File: config.mk
export PLATFORM = sky130hd
export DESIGN_NAME = tmr8_top
export DESIGN_NICKNAME = d
export VERILOG_FILES = /design/src/common/tmr8_pkg.sv /design/src/tmr8_chan.sv /design/src/tmr8_top.sv
export SDC_FILE = /design/constraint.sdc
export NUM_CORES = 1
export LEC_CHECK = 0
export BUFFER_PORTS_ARGS = -buffer_cell sky130_fd_sc_hd__buf_2
export CORE_UTILIZATION = 60
export DETAILED_ROUTE_END_ITERATION = 6
export PLACE_DENSITY_LB_ADDON = 0.1
export SLEW_MARGIN = 20
export SYNTH_ARGS = -nofsm -noshare
export SYNTH_HDL_FRONTEND = slang
export SYNTH_SLANG_ARGS = --single-unit
export TNS_END_PERCENT = 100
File: constraint.sdc
create_clock -name MCLK_I -period 4.03 [get_ports MCLK_I]
set_input_delay 1.209 -clock MCLK_I [delete_from_list [all_inputs] [get_ports MCLK_I]]
set_output_delay 1.209 -clock MCLK_I [all_outputs]
set_load 0.02 [all_outputs]
File: src/common/tmr8_pkg.sv
// Shared constants and types for the dual 8-bit timer/event counter
package tmr8_pkg;

  // ****************************************************************
  // Register addresses
  // ****************************************************************
  localparam logic [15:0] ADDR_CNT0  = 16'hFF2C;  // Counter value, ch0
  localparam logic [15:0] ADDR_CMP0  = 16'hFF2D;  // Compare value, ch0
  localparam logic [15:0] ADDR_CSEL0 = 16'hFF2E;  // Clock select, ch0
  localparam logic [15:0] ADDR_MODE0 = 16'hFF2F;  // Mode control, ch0
  localparam logic [15:0] ADDR_CNT1  = 16'hFF3C;  // Counter value, ch1
  localparam logic [15:0] ADDR_CMP1  = 16'hFF3D;  // Compare value, ch1
  localparam logic [15:0] ADDR_CSEL1 = 16'hFF3E;  // Clock select, ch1
  localparam logic [15:0] ADDR_MODE1 = 16'hFF3F;  // Mode control, ch1

  // ****************************************************************
  // Reset values
  // ****************************************************************
  localparam logic [7:0] RST_BYTE = 8'h00;  // Every register clears to this
  localparam logic [2:0] RST_CSEL = 3'h0;   // Clock select field reset

  // ****************************************************************
  // Mode control field positions
  // ****************************************************************
  localparam int MODE_EN_BIT  = 7;  // Count enable
  localparam int MODE_PWM_BIT = 6;  // 0 clear-on-match, 1 PWM
  localparam int MODE_SET_BIT = 3;  // Output flip-flop set
  localparam int MODE_RST_BIT = 2;  // Output flip-flop reset
  localparam int MODE_INV_BIT = 1;  // Inversion / active-low
  localparam int MODE_OE_BIT  = 0;  // Output enable
  localparam logic [7:0] MODE0_MASK = 8'hC3;  // Stored bits, ch0
  localparam logic [7:0] MODE1_MASK = 8'hC0;  // Stored bits, ch1

  // ****************************************************************
  // Clock select codes and prescaler taps
  // ****************************************************************
  localparam int CSEL_W     = 3;        // Clock select field width
  localparam int PRESC_W    = 13;       // Prescaler width, up to main clock /8192
  localparam logic [2:0] CS_EV_FALL = 3'h0;  // Ch0 event input falling
  localparam logic [2:0] CS_EV_RISE = 3'h1;  // Ch0 event input rising
  localparam logic [2:0] CS_DIV2    = 3'h2;
  localparam logic [2:0] CS_DIV_A   = 3'h3;
  localparam logic [2:0] CS_DIV_B   = 3'h4;
  localparam logic [2:0] CS_DIV_C   = 3'h5;
  localparam logic [2:0] CS_DIV_D   = 3'h6;
  localparam logic [2:0] CS_DIV_E   = 3'h7;
  // Divide exponents per code, ch0
  localparam int CH0_EXP [8] = '{0, 0, 1, 2, 4, 6, 8, 13};
  // Divide exponents per code, ch1 (code 7 uses the low-speed oscillator)
  localparam int CH1_EXP [8] = '{0, 0, 1, 5, 7, 10, 13, 7};
  localparam int LS_EXP      = 7;       // Low-speed oscillator divide /128

  // ****************************************************************
  // Operating mode
  // ****************************************************************
  typedef enum logic {MODE_CLEAR, MODE_PWM} tmr8_mode_t;

endpackage

File: src/tmr8_chan.sv
// One 8-bit counter with compare, clear and overflow logic
`timescale 1ns/100ps
module tmr8_chan
  import tmr8_pkg::*;
#(
  parameter int WIDTH = 8   // Counter width
)(
  // Clock, reset, enable
  input  wire logic             clk_i,
  input  wire logic             rst_n_i,
  input  wire logic             ce_i,
  // Control
  input  wire logic             tick_i,     // Selected count clock edge
  input  wire logic             run_i,      // Count enable bit
  input  wire tmr8_mode_t       mode_i,     // Clear-on-match or PWM
  input  wire logic [WIDTH-1:0] cmp_i,      // Compare value
  // Status
  output logic      [WIDTH-1:0] cnt_o,      // Counter value
  output logic                  match_o,    // Equality pulse, any mode
  output logic                  ovf_o,      // Overflow pulse
  output logic                  irq_o       // Match interrupt pulse
);

  // ****************************************************************
  // Counter state
  // ****************************************************************
  logic [WIDTH-1:0] cnt_q, cnt_d;     // Counter
  logic             match_q, match_d; // Equality seen on a count
  logic             ovf_q, ovf_d;     // Wrap seen on a count
  logic             irq_q, irq_d;     // Interrupt pulse
  logic             eq;               // Counter equals compare

  // Next-state of counter and pulses
  always_comb
  begin
    eq      = (cnt_q == cmp_i);
    cnt_d   = cnt_q;
    match_d = 1'b0;
    ovf_d   = 1'b0;
    irq_d   = 1'b0;
    if (!run_i)
    begin
      // Stopped: counter held at zero
      cnt_d = '0;
    end
    else if (tick_i)
    begin
      match_d = eq;
      ovf_d   = &cnt_q;
      // One interrupt per equality, outside PWM only
      irq_d   = eq && (mode_i == MODE_CLEAR);
      if (eq && (mode_i == MODE_CLEAR))
        cnt_d = '0;
      else
        cnt_d = cnt_q + 1'b1;
    end
  end

  // Register counter and pulses
  always_ff @(posedge clk_i)
  begin
    if (!rst_n_i)
    begin
      cnt_q   <= '0;
      match_q <= 1'b0;
      ovf_q   <= 1'b0;
      irq_q   <= 1'b0;
    end
    else if (ce_i)
    begin
      cnt_q   <= cnt_d;
      match_q <= match_d;
      ovf_q   <= ovf_d;
      irq_q   <= irq_d;
    end
  end

  assign cnt_o   = cnt_q;
  assign match_o = match_q;
  assign ovf_o   = ovf_q;
  assign irq_o   = irq_q;

endmodule

File: src/tmr8_top.sv
// Dual 8-bit timer/event counter with CPU register port
//
// How it works
// - Read-only 8-bit counter steps on count clock
// - Counter clears on reset, stop, clear-mode match
// - Outside PWM, equality raises the channel interrupt
// - Ch0 PWM output active on overflow, inactive on match
// - Compare register holds any byte, resets zero
// - Ch0 clock select: event edges or divided clock
// - Ch1 clock select: divided or low-speed clock
// - Clock select resets zero, low three bits writable
// - Mode control holds four settings on ch0, two on ch1, resets zero
// - Enable bit starts count; clearing stops, clears
// - Mode bit picks clear-on-match or PWM
`timescale 1ns/100ps
module tmr8_top
  import tmr8_pkg::*;
#(
  parameter int DATA_W = 8   // Register width
)(
  // Clock, reset, clock enable
  input  wire logic              MCLK_I,
  input  wire logic              RSTN_I,
  input  wire logic              CE_I,
  // CPU memory access port
  input  wire logic [15:0]       ADDR_I,
  input  wire logic              WR_I,
  input  wire logic              RD_I,
  input  wire logic [DATA_W-1:0] WDATA_I,
  output logic      [DATA_W-1:0] RDATA_O,
  // Timer pins and clock sources
  input  wire logic              EVENT_IN_I,   // Ch0 external count input
  input  wire logic              LS_OSC_TICK_I,// One pulse per low-speed cycle
  output logic                   TIMER_OUT_O,  // Ch0 timer output pin
  // Interrupts
  output logic                   MATCH_IRQ0_O,
  output logic                   MATCH_IRQ1_O
);

  // ****************************************************************
  // Helpers
  // ****************************************************************
  // Tick when the low 'e' prescaler bits are all ones
  function automatic logic div_tick(input logic [PRESC_W-1:0] p, input int e);
    logic [PRESC_W-1:0] m;
    m = PRESC_W'((1 << e) - 1);
    return (p & m) == m;
  endfunction

  // ****************************************************************
  // Register state
  // ****************************************************************
  logic [DATA_W-1:0] cmp0_q, cmp0_d;     // Compare value, ch0
  logic [DATA_W-1:0] cmp1_q, cmp1_d;     // Compare value, ch1
  logic [CSEL_W-1:0] csel0_q, csel0_d;   // Clock select, ch0
  logic [CSEL_W-1:0] csel1_q, csel1_d;   // Clock select, ch1
  logic [DATA_W-1:0] mode0_q, mode0_d;   // Mode control, ch0
  logic [DATA_W-1:0] mode1_q, mode1_d;   // Mode control, ch1
  logic [DATA_W-1:0] rdata_q, rdata_d;   // Read data
  logic [PRESC_W-1:0] presc_q, presc_d;  // Main clock prescaler
  logic [LS_EXP-1:0] ls_q, ls_d;         // Low-speed divider
  logic              ev_q, ev_d;         // Previous event input level
  logic              tof_q, tof_d;       // Timer output flip-flop
  logic              pin_q, pin_d;       // Timer output pin
  logic [DATA_W-1:0] cnt0, cnt1;         // Counter values
  logic              tick0, tick1;       // Selected count edges
  logic              m0, o0, m1;         // Match and overflow pulses
  logic              irq0, irq1;         // Interrupt pulses
  tmr8_mode_t        md0, md1;           // Decoded modes

  assign md0 = tmr8_mode_t'(mode0_q[MODE_PWM_BIT]);
  assign md1 = tmr8_mode_t'(mode1_q[MODE_PWM_BIT]);

  // ****************************************************************
  // Count clock selection
  // ****************************************************************
  // Prescaler, low-speed divider and edge detection
  always_comb
  begin
    presc_d = presc_q + 1'b1;
    ls_d    = LS_OSC_TICK_I ? ls_q + 1'b1 : ls_q;
    ev_d    = EVENT_IN_I;
    // Ch0 source
    case (csel0_q)
      CS_EV_FALL: tick0 = ev_q && !EVENT_IN_I;
      CS_EV_RISE: tick0 = !ev_q && EVENT_IN_I;
      default:    tick0 = div_tick(presc_q, CH0_EXP[csel0_q]);
    endcase
    // Ch1 source; codes 0 and 1 never count
    case (csel1_q)
      CS_EV_FALL, CS_EV_RISE: tick1 = 1'b0;
      CS_DIV_E:   tick1 = LS_OSC_TICK_I && (&ls_q);
      default:    tick1 = div_tick(presc_q, CH1_EXP[csel1_q]);
    endcase
  end

  always_ff @(posedge MCLK_I)
  begin
    if (!RSTN_I)
    begin
      presc_q <= '0;
      ls_q    <= '0;
      ev_q    <= 1'b0;
    end
    else if (CE_I)
    begin
      presc_q <= presc_d;
      ls_q    <= ls_d;
      ev_q    <= ev_d;
    end
  end

  // ****************************************************************
  // Channels
  // ****************************************************************
  tmr8_chan #(.WIDTH(DATA_W)) u_ch0 (
    .clk_i   (MCLK_I),
    .rst_n_i (RSTN_I),
    .ce_i    (CE_I),
    .tick_i  (tick0),
    .run_i   (mode0_q[MODE_EN_BIT]),
    .mode_i  (md0),
    .cmp_i   (cmp0_q),
    .cnt_o   (cnt0),
    .match_o (m0),
    .ovf_o   (o0),
    .irq_o   (irq0)
  );

  tmr8_chan #(.WIDTH(DATA_W)) u_ch1 (
    .clk_i   (MCLK_I),
    .rst_n_i (RSTN_I),
    .ce_i    (CE_I),
    .tick_i  (tick1),
    .run_i   (mode1_q[MODE_EN_BIT]),
    .mode_i  (md1),
    .cmp_i   (cmp1_q),
    .cnt_o   (cnt1),
    .match_o (m1),
    .ovf_o   (),
    .irq_o   (irq1)
  );

  assign MATCH_IRQ0_O = irq0;
  assign MATCH_IRQ1_O = irq1;

  // ****************************************************************
  // Register access and timer output
  // ****************************************************************
  // Decode writes, build read data, drive output flip-flop
  always_comb
  begin
    cmp0_d  = cmp0_q;
    cmp1_d  = cmp1_q;
    csel0_d = csel0_q;
    csel1_d = csel1_q;
    mode0_d = mode0_q;
    mode1_d = mode1_q;
    tof_d   = tof_q;
    rdata_d = RST_BYTE;  // Unmapped reads return zero
    // Writes; counter registers ignore them
    if (WR_I)
    begin
      case (ADDR_I)
        ADDR_CMP0:  cmp0_d  = WDATA_I;
        ADDR_CMP1:  cmp1_d  = WDATA_I;
        ADDR_CSEL0: csel0_d = WDATA_I[CSEL_W-1:0];
        ADDR_CSEL1: csel1_d = WDATA_I[CSEL_W-1:0];
        ADDR_MODE0: mode0_d = WDATA_I & MODE0_MASK;
        ADDR_MODE1: mode1_d = WDATA_I & MODE1_MASK;
        default:    ;
      endcase
    end
    // Reads; set/reset bits always read zero
    if (RD_I)
    begin
      case (ADDR_I)
        ADDR_CNT0:  rdata_d = cnt0;
        ADDR_CNT1:  rdata_d = cnt1;
        ADDR_CMP0:  rdata_d = cmp0_q;
        ADDR_CMP1:  rdata_d = cmp1_q;
        ADDR_CSEL0: rdata_d = {5'h00, csel0_q};
        ADDR_CSEL1: rdata_d = {5'h00, csel1_q};
        ADDR_MODE0: rdata_d = mode0_q;
        ADDR_MODE1: rdata_d = mode1_q;
        default:    rdata_d = RST_BYTE;
      endcase
    end
    // Output flip-flop behaviour by mode
    if (md0 == MODE_PWM)
    begin
      if (!mode0_q[MODE_EN_BIT])
        tof_d = 1'b0;
      else if (o0)
        tof_d = 1'b1;
      else if (m0)
        tof_d = 1'b0;
    end
    else
    begin
      // Direct set/reset from a mode write
      if (WR_I && ADDR_I == ADDR_MODE0 && WDATA_I[MODE_SET_BIT]
          && !WDATA_I[MODE_RST_BIT])
        tof_d = 1'b1;
      else if (WR_I && ADDR_I == ADDR_MODE0 && WDATA_I[MODE_RST_BIT]
               && !WDATA_I[MODE_SET_BIT])
        tof_d = 1'b0;
      else if (m0 && mode0_q[MODE_INV_BIT])
        tof_d = !tof_q;
    end
    // Pin: low when disabled, polarity from inversion bit in PWM
    if (!mode0_q[MODE_OE_BIT])
      pin_d = 1'b0;
    else if (md0 == MODE_PWM)
      pin_d = tof_q ^ mode0_q[MODE_INV_BIT];
    else
      pin_d = tof_q;
  end

  always_ff @(posedge MCLK_I)
  begin
    if (!RSTN_I)
    begin
      cmp0_q  <= RST_BYTE;
      cmp1_q  <= RST_BYTE;
      csel0_q <= RST_CSEL;
      csel1_q <= RST_CSEL;
      mode0_q <= RST_BYTE;
      mode1_q <= RST_BYTE;
      rdata_q <= RST_BYTE;
      tof_q   <= 1'b0;
      pin_q   <= 1'b0;
    end
    else if (CE_I)
    begin
      cmp0_q  <= cmp0_d;
      cmp1_q  <= cmp1_d;
      csel0_q <= csel0_d;
      csel1_q <= csel1_d;
      mode0_q <= mode0_d;
      mode1_q <= mode1_d;
      rdata_q <= rdata_d;
      tof_q   <= tof_d;
      pin_q   <= pin_d;
    end
  end

  assign RDATA_O     = rdata_q;
  assign TIMER_OUT_O = pin_q;
endmodule

# ---- Word-level counts from Yosys, hierarchy flattened
# Memory sizes are Yosys's and may differ from the RTL's.
# Index checks and enable logic that the tools add are counted.
dict set report word_totals {
  ff_bits 79
  mem_bits_ro 512
  in_bits 31
  out_inout_bits 11
  elab_cells 118
  mem_count 2
}
dict set report op_classes {
  n_addsub 6
  magnitude_cmp 2
  n_eq_ne 18
  shift 2
  mux 31
  bitwise 7
  reduce_logical 32
}
# memory words width rd rd_ports_with_merged_regs wr line
set mem_list {}
lappend mem_list {{(no name shown)} 8 32 1 0 0 tmr8_top.sv:93} ;# default: tick1 = div_tick(presc_q, CH1_EXP[csel1_q]);
lappend mem_list {{(no name shown)} 8 32 1 0 0 tmr8_top.sv:87} ;# default: tick0 = div_tick(presc_q, CH0_EXP[csel0_q]);
# operator count
set op_table {}
lappend op_table {{== test 16 bit (second input constant)} 8}
lappend op_table {{two-way mux 32 bit} 4}
lappend op_table {{one-hot mux 8 bit (8 select lines)} 1}
lappend op_table {{left shift 1 x 32 -> 13 bit (first input constant)} 2}
lappend op_table {{two-way mux 8 bit} 7}
lappend op_table {{bitwise AND 13 bit} 2}
lappend op_table {{== test 13 bit} 2}
lappend op_table {{subtractor 13 x 2 -> 13 bit (second input constant)} 2}
lappend op_table {{AND reduction 3 bit} 7}
lappend op_table {{two-way mux 1 bit} 17}
lappend op_table {{adder 8 x 1 -> 8 bit (second input constant)} 2}
lappend op_table {{== test 8 bit} 2}
lappend op_table {{adder 13 x 1 -> 13 bit (second input constant)} 1}
lappend op_table {{logical AND 1 bit} 11}
lappend op_table {{>= comparator 4 bit (second input constant)} 2}
lappend op_table {{inverter 3 -> 4 bit} 2}
lappend op_table {{AND reduction 8 bit} 1}
lappend op_table {{adder 7 x 1 -> 7 bit (second input constant)} 1}
lappend op_table {{AND reduction 7 bit} 1}
lappend op_table {{== test 3 x 1 -> 1 bit (second input constant)} 2}
lappend op_table {{zero test 3 bit} 2}
lappend op_table {{AND reduction 2 bit} 3}
lappend op_table {{zero test 1 bit} 5}
lappend op_table {{inequality test 2 x 1 -> 1 bit (second input constant)} 2}
lappend op_table {{other kinds (7)} 9}

# ---- Longest topological paths before layout
# Gate-level depths: netlist of the first run.
dict set report depth {
  word_depth 11
  mapped_depth 14
  mapped_depth_nobuf 11
}

# ---- By module
# From an unflattened synthesis of the first run, not the netlist that was laid out.
dict set report unflattened {
  cells_unflattened 538
  area_unflattened_um2 4642.0
}
# mod instances cells_each area_each_um2 seq_area_each_um2
set modules_own_cells {}
lappend modules_own_cells {tmr8_top 1 396 3398.3 1181.1}
lappend modules_own_cells {tmr8_chan 2 71 621.8 220.2}

# ---- Worst setup path before layout of the first run
# OpenSTA, ideal clock, no wires.
dict set report synth_timing {
  path_kind {reg-to-reg}
  startpoint {register csel1_q[0]}
  endpoint {register u_ch1.cnt_q[4], in the netlist u_ch1.cnt_o[4]}
  setup_time_ns 0.058
  t_arrival_ns 2.758
  required_time_ns 3.972
  path_slack_ns 1.214
  path_stages_with_launch 15
  path_buffers 3
  period_less_slack_ns 2.816
  path_cell_list {dfxtp_1 -> buf_4 -> inv_1 -> ha_1 -> buf_4 -> nand3b_1 -> o32a_1 -> ha_1 -> o2111ai_1 -> a211oi_1 -> o41ai_1 -> or3_1 -> buf_2 -> a2111oi_1 -> a211o_1}
}
dict set report synth_via {
  elab_chain_cells 11
  word_cells_on_any_way 15
  classes_between {1 x add/sub; 4 x eq/ne; 1 x shift; 3 x mux; 2 x bitwise; 3 x reduce/logical; 1 x memory}
}
# element line
set synth_lines {}
lappend synth_lines {{start, declared} tmr8_top.sv:56} ;# logic [CSEL_W-1:0] csel1_q, csel1_d;
lappend synth_lines {{start signal, assigned} tmr8_top.sv:239} ;# csel1_q <= csel1_d;
lappend synth_lines {{inverter 3 -> 4 bit (not written as such)} tmr8_top.sv:93}
lappend synth_lines {{memory read (8 x 32 bit)} n/a}
lappend synth_lines {{two-way mux 32 bit (not written as such) (2 in a row)} tmr8_top.sv:93}
lappend synth_lines {{left shift 1 x 32 -> 13 bit} tmr8_top.sv:46} ;# m = PRESC_W'((1 << e) - 1);
lappend synth_lines {{subtractor 13 x 2 -> 13 bit} tmr8_top.sv:46}
lappend synth_lines {{bitwise AND 13 bit} tmr8_top.sv:47} ;# return (p & m) == m;
lappend synth_lines {{== test 13 bit} tmr8_top.sv:47}
lappend synth_lines {{one-hot mux 1 bit (2 select lines) *} tmr8_top.sv:90} ;# case (csel1_q)
lappend synth_lines {{inequality test 2 x 1 -> 1 bit (no line) *} n/a}
lappend synth_lines {{AND reduction 2 bit (no line) *} n/a}
lappend synth_lines {{end signal, assigned} tmr8_chan.sv:71} ;# cnt_q <= cnt_d;
lappend synth_lines {{end, declared} tmr8_chan.sv:27} ;# logic [WIDTH-1:0] cnt_q, cnt_d;
# Mark *: on every way between the ends. The rest lies on a longest branch, timed or not. The select of a mux whose other input is x is not followed.
# A chain may end at the register's enable or synchronous reset.

# ---- Worst setup path in the final report of the first run
# Same ends and word-level chain as after synthesis.

==> run summary, run 1 <==
status: complete, no violations
reg-to-reg startpoint: csel1_q[0]$_SDFFE_PN0P_
htree depth: 3
setup repair bufs after CTS: 0
# resized after CTS: 0
EDFF count, synth: 0
vias in the first global route: 3999
Levels on crit path: 11
# diodes: 0
CTS tree: yes
RD Place Congestion: 0.940
die width: 90.2 µm
Layout Nets: 621
CP Class: flip-flop to flip-flop
Hold Crit Depth: 2
row count: 31
Initial Utilization: 0.631
Compound-Gate Fraction of Synth Area: 0.210
# IOs: 42
cells along the critical path: inv_1 > ha_1 > nand3b_1 > o32a_1 > ha_1 > o2111ai_1 > a211oi_1 > o41ai_1 > or3_1 > a2111oi_1 > a211o_1
drt via density: 6.26
async set or reset register ratio after synthesis: 0
adder-cell share of the synthesized area: 0.0262
Final Hold Fails: 0
1st-iter DRT viols: 385
final WL: 11.8 mm
DRT antenna net count: 0
Slew Limit Fails: 0
non-filler instance count after layout: 684
Hold Path End: TIMER_OUT_O$_SDFFE_PN0P_
Tcrit/Tclk final: 0.799
port buffer count: 41
WL/cell: 17.3 µm
Yosys warnings: 0
die height: 90.2 µm
Clock Latency Late Sink: 0.36 ns
die area: 0.00814 mm²
xor and xnor fraction of the mapped netlist area: 0.0712
Clock Sinks: 79
layout cells sized above 1: 0.128
crit start category: flip-flop
gr usage total: 0.301
cells after synthesis: 556
final worst slack: 0.811 ns
hold_sp: TIMER_OUT_O$_SDFFE_PN0P_
Setup Skew: 0.00798 ns
fillcell total: 619
Synth area leaders: dfxtp_1, nand2_1, a21boi_0, xnor2_1, nand3_1
syn_nets: 596
Detailed Routing Iterations Pass 1: 5
clock root buffer: clkbuf_8
post-DP HPWL: 8.63 mm
unrepaired setup endpoints after global routing: no
drt drc: 0
Reg2Reg Setup Slack: 0.81 ns
P per Cell Area: 301 mW/mm²
Top delay family on crit path: compound AO/OA/AOI/OAI gates
Total Neg Setup Slack: 0 ns
largest net degree at the start of global routing: 66
# setup viols final: 0
Syn Area/Cell: 8.40 µm²
grt total ovfl: 0
cell mode on critical path: ha_1
simple logic cell fraction of the synthesized area: 0.283
Crit path largest cell delay: 0.56 ns
Synth area leader: dfxtp_1
vias: 4281
first-pass GRT wire length: 19.5 mm
register bit total from synthesis: 79
Worst Tran Pin Value: 0.840 ns
Cells after DPL: 669
Worst EP arrival: 3.53 ns
max_cap viols: 0
slowest stage cell, crit path: dfxtp_1
Hold Crit Class: flip-flop to flip-flop
largest family of logic cells by synthesized area: simple AND/OR/NAND/NOR gates
Critical Path RT: 4.34 ns
Max IR drop VDD: 0.000195 V
Mapped Area: 0.00467 mm²
endpoint of the most critical register-to-register path: u_ch1.cnt_o[4]$_SDFFE_PN0P_
Max Root-Sink Buffers: 2
Yosys top cell area share: 0.339
Yosys cell types: 67
Num CTS Buffers: 9
Reg2Reg Depth: 11
cts hold-fix bufs: 0
initial antenna violation count: 0
leakage dissipation: 0.00184 µW
WP buf/inv: 1
core area: 0.00741 mm²
pre-CTS setup slack: 0.818 ns
Max transition margin: 0.435
area grow syn2layout: 9.35%
min cycle time layout: 3.22 ns
sequential area share after synthesis: 0.339
highest clock rate: 0.311 GHz
Max Fanout on Critical Path: 13
Most used DFF post-synth: dfxtp_1
proportion of synthesized area in mux cells: 0.0335
CP Capture Type: flip-flop
Clk pin slew, worst setup/hold paths: 0.08 ns
==> how the worst max path moves through the flow <==
stage	start	slack [ns]	end
finish	csel1_q[0]$_SDFFE_PN0P_	0.81	u_ch1.cnt_o[4]$_SDFFE_PN0P_
global route	csel1_q[0]$_SDFFE_PN0P_	0.52	u_ch1.cnt_o[3]$_SDFFE_PN0P_
CTS	csel1_q[0]$_SDFFE_PN0P_	0.84	u_ch1.cnt_o[4]$_SDFFE_PN0P_
detailed placement	ADDR_I[7]	0.82	tof_q$_SDFFE_PN0P_
global placement	ADDR_I[7]	0.89	RDATA_O[2]$_SDFFE_PN0P_
floorplan	csel1_q[0]$_SDFFE_PN0P_	1.21	u_ch1.cnt_o[4]$_SDFFE_PN0P_
==> power breakdown <==
part,leakage (µW),internal [µW],switching [µW]
logic,0.00109,31.3,47.6
registers,0.000637,784,6.21
clock network,0.000109,364,303
==> metal layers <==
metal,share of wire,track usage,up-vias
li1,-,-,2053
met1,0.44,0.388,2010
met2,0.47,0.506,193
met3,0.072,0.0584,25
met4,0.016,0.0927,0
met5,0,0,-
==> area by class of cell <==
class                      instances  area [µm²]  share of cell area
clock inverter                     5        81.3              0.0159
clock buffer                      10         138              0.0269
timing repair buffer              44         228              0.0446
sequential                        79        1580               0.310
inverter                          12        45.0             0.00882
tap                               99         124              0.0242
multi-input combinational        435        2910               0.570
==> worst reg2reg max path: cells and delay by family (launching register included) <==
kind            cells  cell delay (ns)
flops               1             0.56
compound gates      6             1.20
simple gates        2             0.61
buf+inv             1             0.09
fa+ha+maj           2             0.72
==> stage by stage <==
| step | hold slack, ns | area [µm²] | total power, µW | utilization |
|---|---|---|---|---|
| after floorplan | 0.463 | 4670 | 850 | - |
| after global placement | 0.458 | 4890 | 884 | 0.660 |
| final | 0.475 | 5110 | 1540 | 0.690 |
| after detailed placement | 0.467 | 4890 | 885 | 0.660 |
| after global routing | 0.517 | 5110 | 1580 | 0.690 |
| after CTS | 0.479 | 5110 | 1540 | 0.690 |
==> layout by cell type (no fill, tap or decap), types with 4 or more instances in the layout <==
master	n
a21boi_0	32
a21oi_1	14
a221o_1	5
a222oi_1	4
a22oi_1	13
a31oi_1	4
and2_1	23
and3_1	16
buf_2	41
clkbuf_8	10
dfxtp_1	79
ha_1	9
inv_1	11
mux2i_1	10
nand2_1	76
nand2b_1	8
nand3_1	30
nand3b_1	9
nand4_1	9
nor2_1	19
nor2b_1	22
nor3_1	4
nor4_1	5
o2111ai_1	4
o21a_1	14
o21ai_0	7
o22ai_1	5
or2_2	4
or3_1	5
xnor2_1	25
xor2_1	13
==> flip-flops by register name, indices dropped and copies added (netlist names) <==
register	flops
tof_q	1
csel1_q	3
u_ch1.irq_o	1
csel0_q	3
u_ch0.cnt_o	8
RDATA_O	8
ev_q	1
mode0_q	4
mode1_q	2
u_ch0.irq_o	1
ls_q	7
u_ch0.ovf_o	1
u_ch0.match_o	1
TIMER_OUT_O	1
u_ch1.cnt_o	8
presc_q	13
cmp1_q	8
cmp0_q	8
==> cells by family (layout without fill, tap and decap cells) <==
| logic type | after synthesis | after routing |
|---|---|---|
| compound gates | 129 | 129 |
| buf+inv | 42 | 71 |
| fa+ha+maj | 10 | 10 |
| flops | 79 | 79 |
| mux | 13 | 13 |
| xor+xnor | 38 | 38 |
| simple gates | 245 | 245 |
==> cell usage after synthesis (all sizes together), types with 5 or more instances <==
master	number
nand2b	8
buf	6
nand3b	9
or3	5
a221o	5
clkbuf	24
a22oi	13
nor2	19
dfxtp	79
mux2i	10
nor3	5
a31oi	5
nand4	9
and2	23
a21oi	14
inv	11
a21boi	33
nor4	6
o21a	14
xnor2	25
nor2b	22
and3	16
o22ai	5
o21ai	8
nand2	76
nand3	31
ha	9
xor2	13
(Power assumes the default switching activity.)
==> inputs of run 2 (changes only) <==
--- a/config.mk
+++ b/config.mk
@@ -6,7 +6,7 @@
 export NUM_CORES = 1
 export LEC_CHECK = 0
 export BUFFER_PORTS_ARGS = -buffer_cell sky130_fd_sc_hd__buf_2
-export CORE_UTILIZATION = 60
+export CORE_UTILIZATION = 54
 export DETAILED_ROUTE_END_ITERATION = 6
 export PLACE_DENSITY_LB_ADDON = 0.1
 export SLEW_MARGIN = 20
==> constraint.sdc (replaced) <==
create_clock -name MCLK_I -period 2.7 [get_ports MCLK_I]
set_input_delay 0.81 -clock MCLK_I [delete_from_list [all_inputs] [get_ports MCLK_I]]
set_output_delay 0.81 -clock MCLK_I [all_outputs]
set_load 0.02 [all_outputs]
==> run 2 against run 1 <==
  * The run now ends with setup timing left
  * Power grew 42%
  * Clock power rose by 31%
  * Critical path depth is the same
  * Die area up 11%
  * Clock-buffer cell count did not move
  * Worst hold slack gained 0.0043 ns
  * Largest cell class unchanged
==> run summary, run 2 (same netlist as run 1, synthesis figures left out) <==
crit start category: flip-flop
Post-DP Area: 0.00512 mm²
Max IR drop VDD: 0.000234 V
Clk pin slew, worst setup/hold paths: 0.08 ns
worst setup path end: u_ch1.cnt_o[6]$_SDFFE_PN0P_
Layout Nets: 649
Biggest register: presc_q
die width: 95.0 µm
final WL: 12.6 mm
end-of-flow core utilization: 0.659
Initial Utilization: 0.563
Reg2Reg Depth: 11
gr usage total: 0.290
CP Class: flip-flop to flip-flop
Hold Crit Class: flip-flop to flip-flop
Tcrit/Tclk final: 1.01
grt total ovfl: 0
violated checks: setup timing
WL/cell: 17.5 µm
Max transition margin: 0.581
Max Fanout on Critical Path: 7
1st-iter DRT viols: 355
largest net degree at the start of global routing: 65
die height: 95.0 µm
clock root buffer: clkbuf_8
Num CTS Buffers: 9
pre-CTS setup slack: -0.0188 ns
post-DP HPWL: 9.00 mm
leakage dissipation: 0.00199 µW
first-pass GRT wire length: 19.8 mm
# IOs: 42
most frequent cells in the layout: dfxtp_1, nand2_1, buf_2
non-filler instance count after layout: 719
Hold Slack: 0.479 ns
reg-to-reg startpoint: csel1_q[0]$_SDFFE_PN0P_
CTS tree: yes
cts hold-fix bufs: 0
unrepaired setup endpoints after global routing: yes
core area: 0.00830 mm²
Clock Sinks: 79
Critical Path RT: 2.95 ns
status: finished with violations
max_cap viols: 0
Detailed Routing Iterations Pass 1: 6
commonest non-fill, non-tap cell in the layout: dfxtp_1
row count: 33
# diodes: 0
max FFs per register: 13
endpoint of the most critical register-to-register path: u_ch1.cnt_o[6]$_SDFFE_PN0P_
drt via density: 6.07
highest clock rate: 0.367 GHz
die area: 0.00903 mm²
Critical path origin: csel1_q[0]$_SDFFE_PN0P_
Cells after DPL: 699
area grow syn2layout: 17.1%
vias: 4365
final worst slack: -0.0236 ns
Slew Limit Fails: 0
P per Cell Area: 398 mW/mm²
RD Place Congestion: 0.915
drt drc: 0
vias in the first global route: 3914
Reg2Reg Setup Slack: -0.02 ns
Worst Tran Pin Value: 0.624 ns
# setup viols final: 5
fillcell total: 732
Worst EP arrival: 2.97 ns
Setup Skew: 0.00944 ns
layout cells sized above 1: 0.202
Final Hold Fails: 0
area of the multi-input gates: 0.00308 mm²
Clock Latency Late Sink: 0.36 ns
initial antenna violation count: 0
CP Capture Type: flip-flop
min cycle time layout: 2.72 ns
Max Root-Sink Buffers: 2
DRT antenna net count: 0
FF+latch area: 0.00159 mm²
htree depth: 3
fin area: 0.00547 mm²
port buffer count: 41
[run 2: cell count changes in the layout (fill, tap and decap cells not counted), sizes merged]
cell | previous run | this run
bufinv | 2 | 1
buf | 44 | 71
inv | 12 | 11
clkinv | 2 | 5
a31oi | 5 | 6
[run 2: worst min path at each step]
stage / from / endpoint / slack [ns] / cells past startpoint
floorplan: cmp0_q[7]$_SDFFE_PN0P_ / cmp0_q[7]$_SDFFE_PN0P_ / 0.46 / 2
global placement: TIMER_OUT_O$_SDFFE_PN0P_ / TIMER_OUT_O$_SDFFE_PN0P_ / 0.46 / 2
detailed placement: TIMER_OUT_O$_SDFFE_PN0P_ / TIMER_OUT_O$_SDFFE_PN0P_ / 0.48 / 2
CTS: TIMER_OUT_O$_SDFFE_PN0P_ / TIMER_OUT_O$_SDFFE_PN0P_ / 0.50 / 2
global route: u_ch0.match_o$_SDFFE_PN0P_ / u_ch0.match_o$_SDFFE_PN0P_ / 0.52 / 2
finish: u_ch0.irq_o$_SDFFE_PN0P_ / u_ch0.irq_o$_SDFFE_PN0P_ / 0.48 / 2
[run 2: power breakdown]
group | internal (µW) | switching (µW) | leakage (µW)
logic | 52.9 | 78.4 | 0.00126
registers | 1170 | 8.58 | 0.000638
clock network | 424 | 446 | 0.0000960
[run 2: metal layers]
metal | share of wire | vias to the layer above | global-route usage
met3 | 0.065 | 30 | 0.0566
met2 | 0.46 | 159 | 0.464
met4 | 0.027 | 0 | 0.119
li1 | - | 2114 | -
met1 | 0.44 | 2062 | 0.381
met5 | 0 | - | 0
[run 2: final cells by class]
type,count,area share
sequential,79,0.291
clock inverter,6,0.0112
multi-input combinational,436,0.563
clock buffer,10,0.0233
timing repair buffer,71,0.0787
inverter,12,0.00869
tap,105,0.0240
[run 2: metrics by stage]
step / power (µW) / setup TNS [ns]
global placement: 1330 / 0
floorplan: 1270 / -0.112
finish: 2180 / -0.0635
detailed placement: 1330 / -0.0492
CTS: 2190 / 0
global route: 2250 / -1.09
[run 2: repair_timing]
action / in CTS / in global routing
buffers inserted: 0 / 3
endpoints found under the setup margin: 6 / 18
cloned: 0 / 1
pin swaps: 0 / 7
resized for setup: 6 / 17
[run 2: critical path, cell delays in order, from the launching register on]
cell	delay, ns
dfxtp_4	0.37
inv_4	0.03
ha_4	0.25
nand3b_1	0.10
o32a_1	0.22
ha_4	0.29
o2111ai_4	0.10
a211oi_2	0.19
o41ai_2	0.13
o21a_1	0.18
a221o_2	0.37
a221o_1	0.37
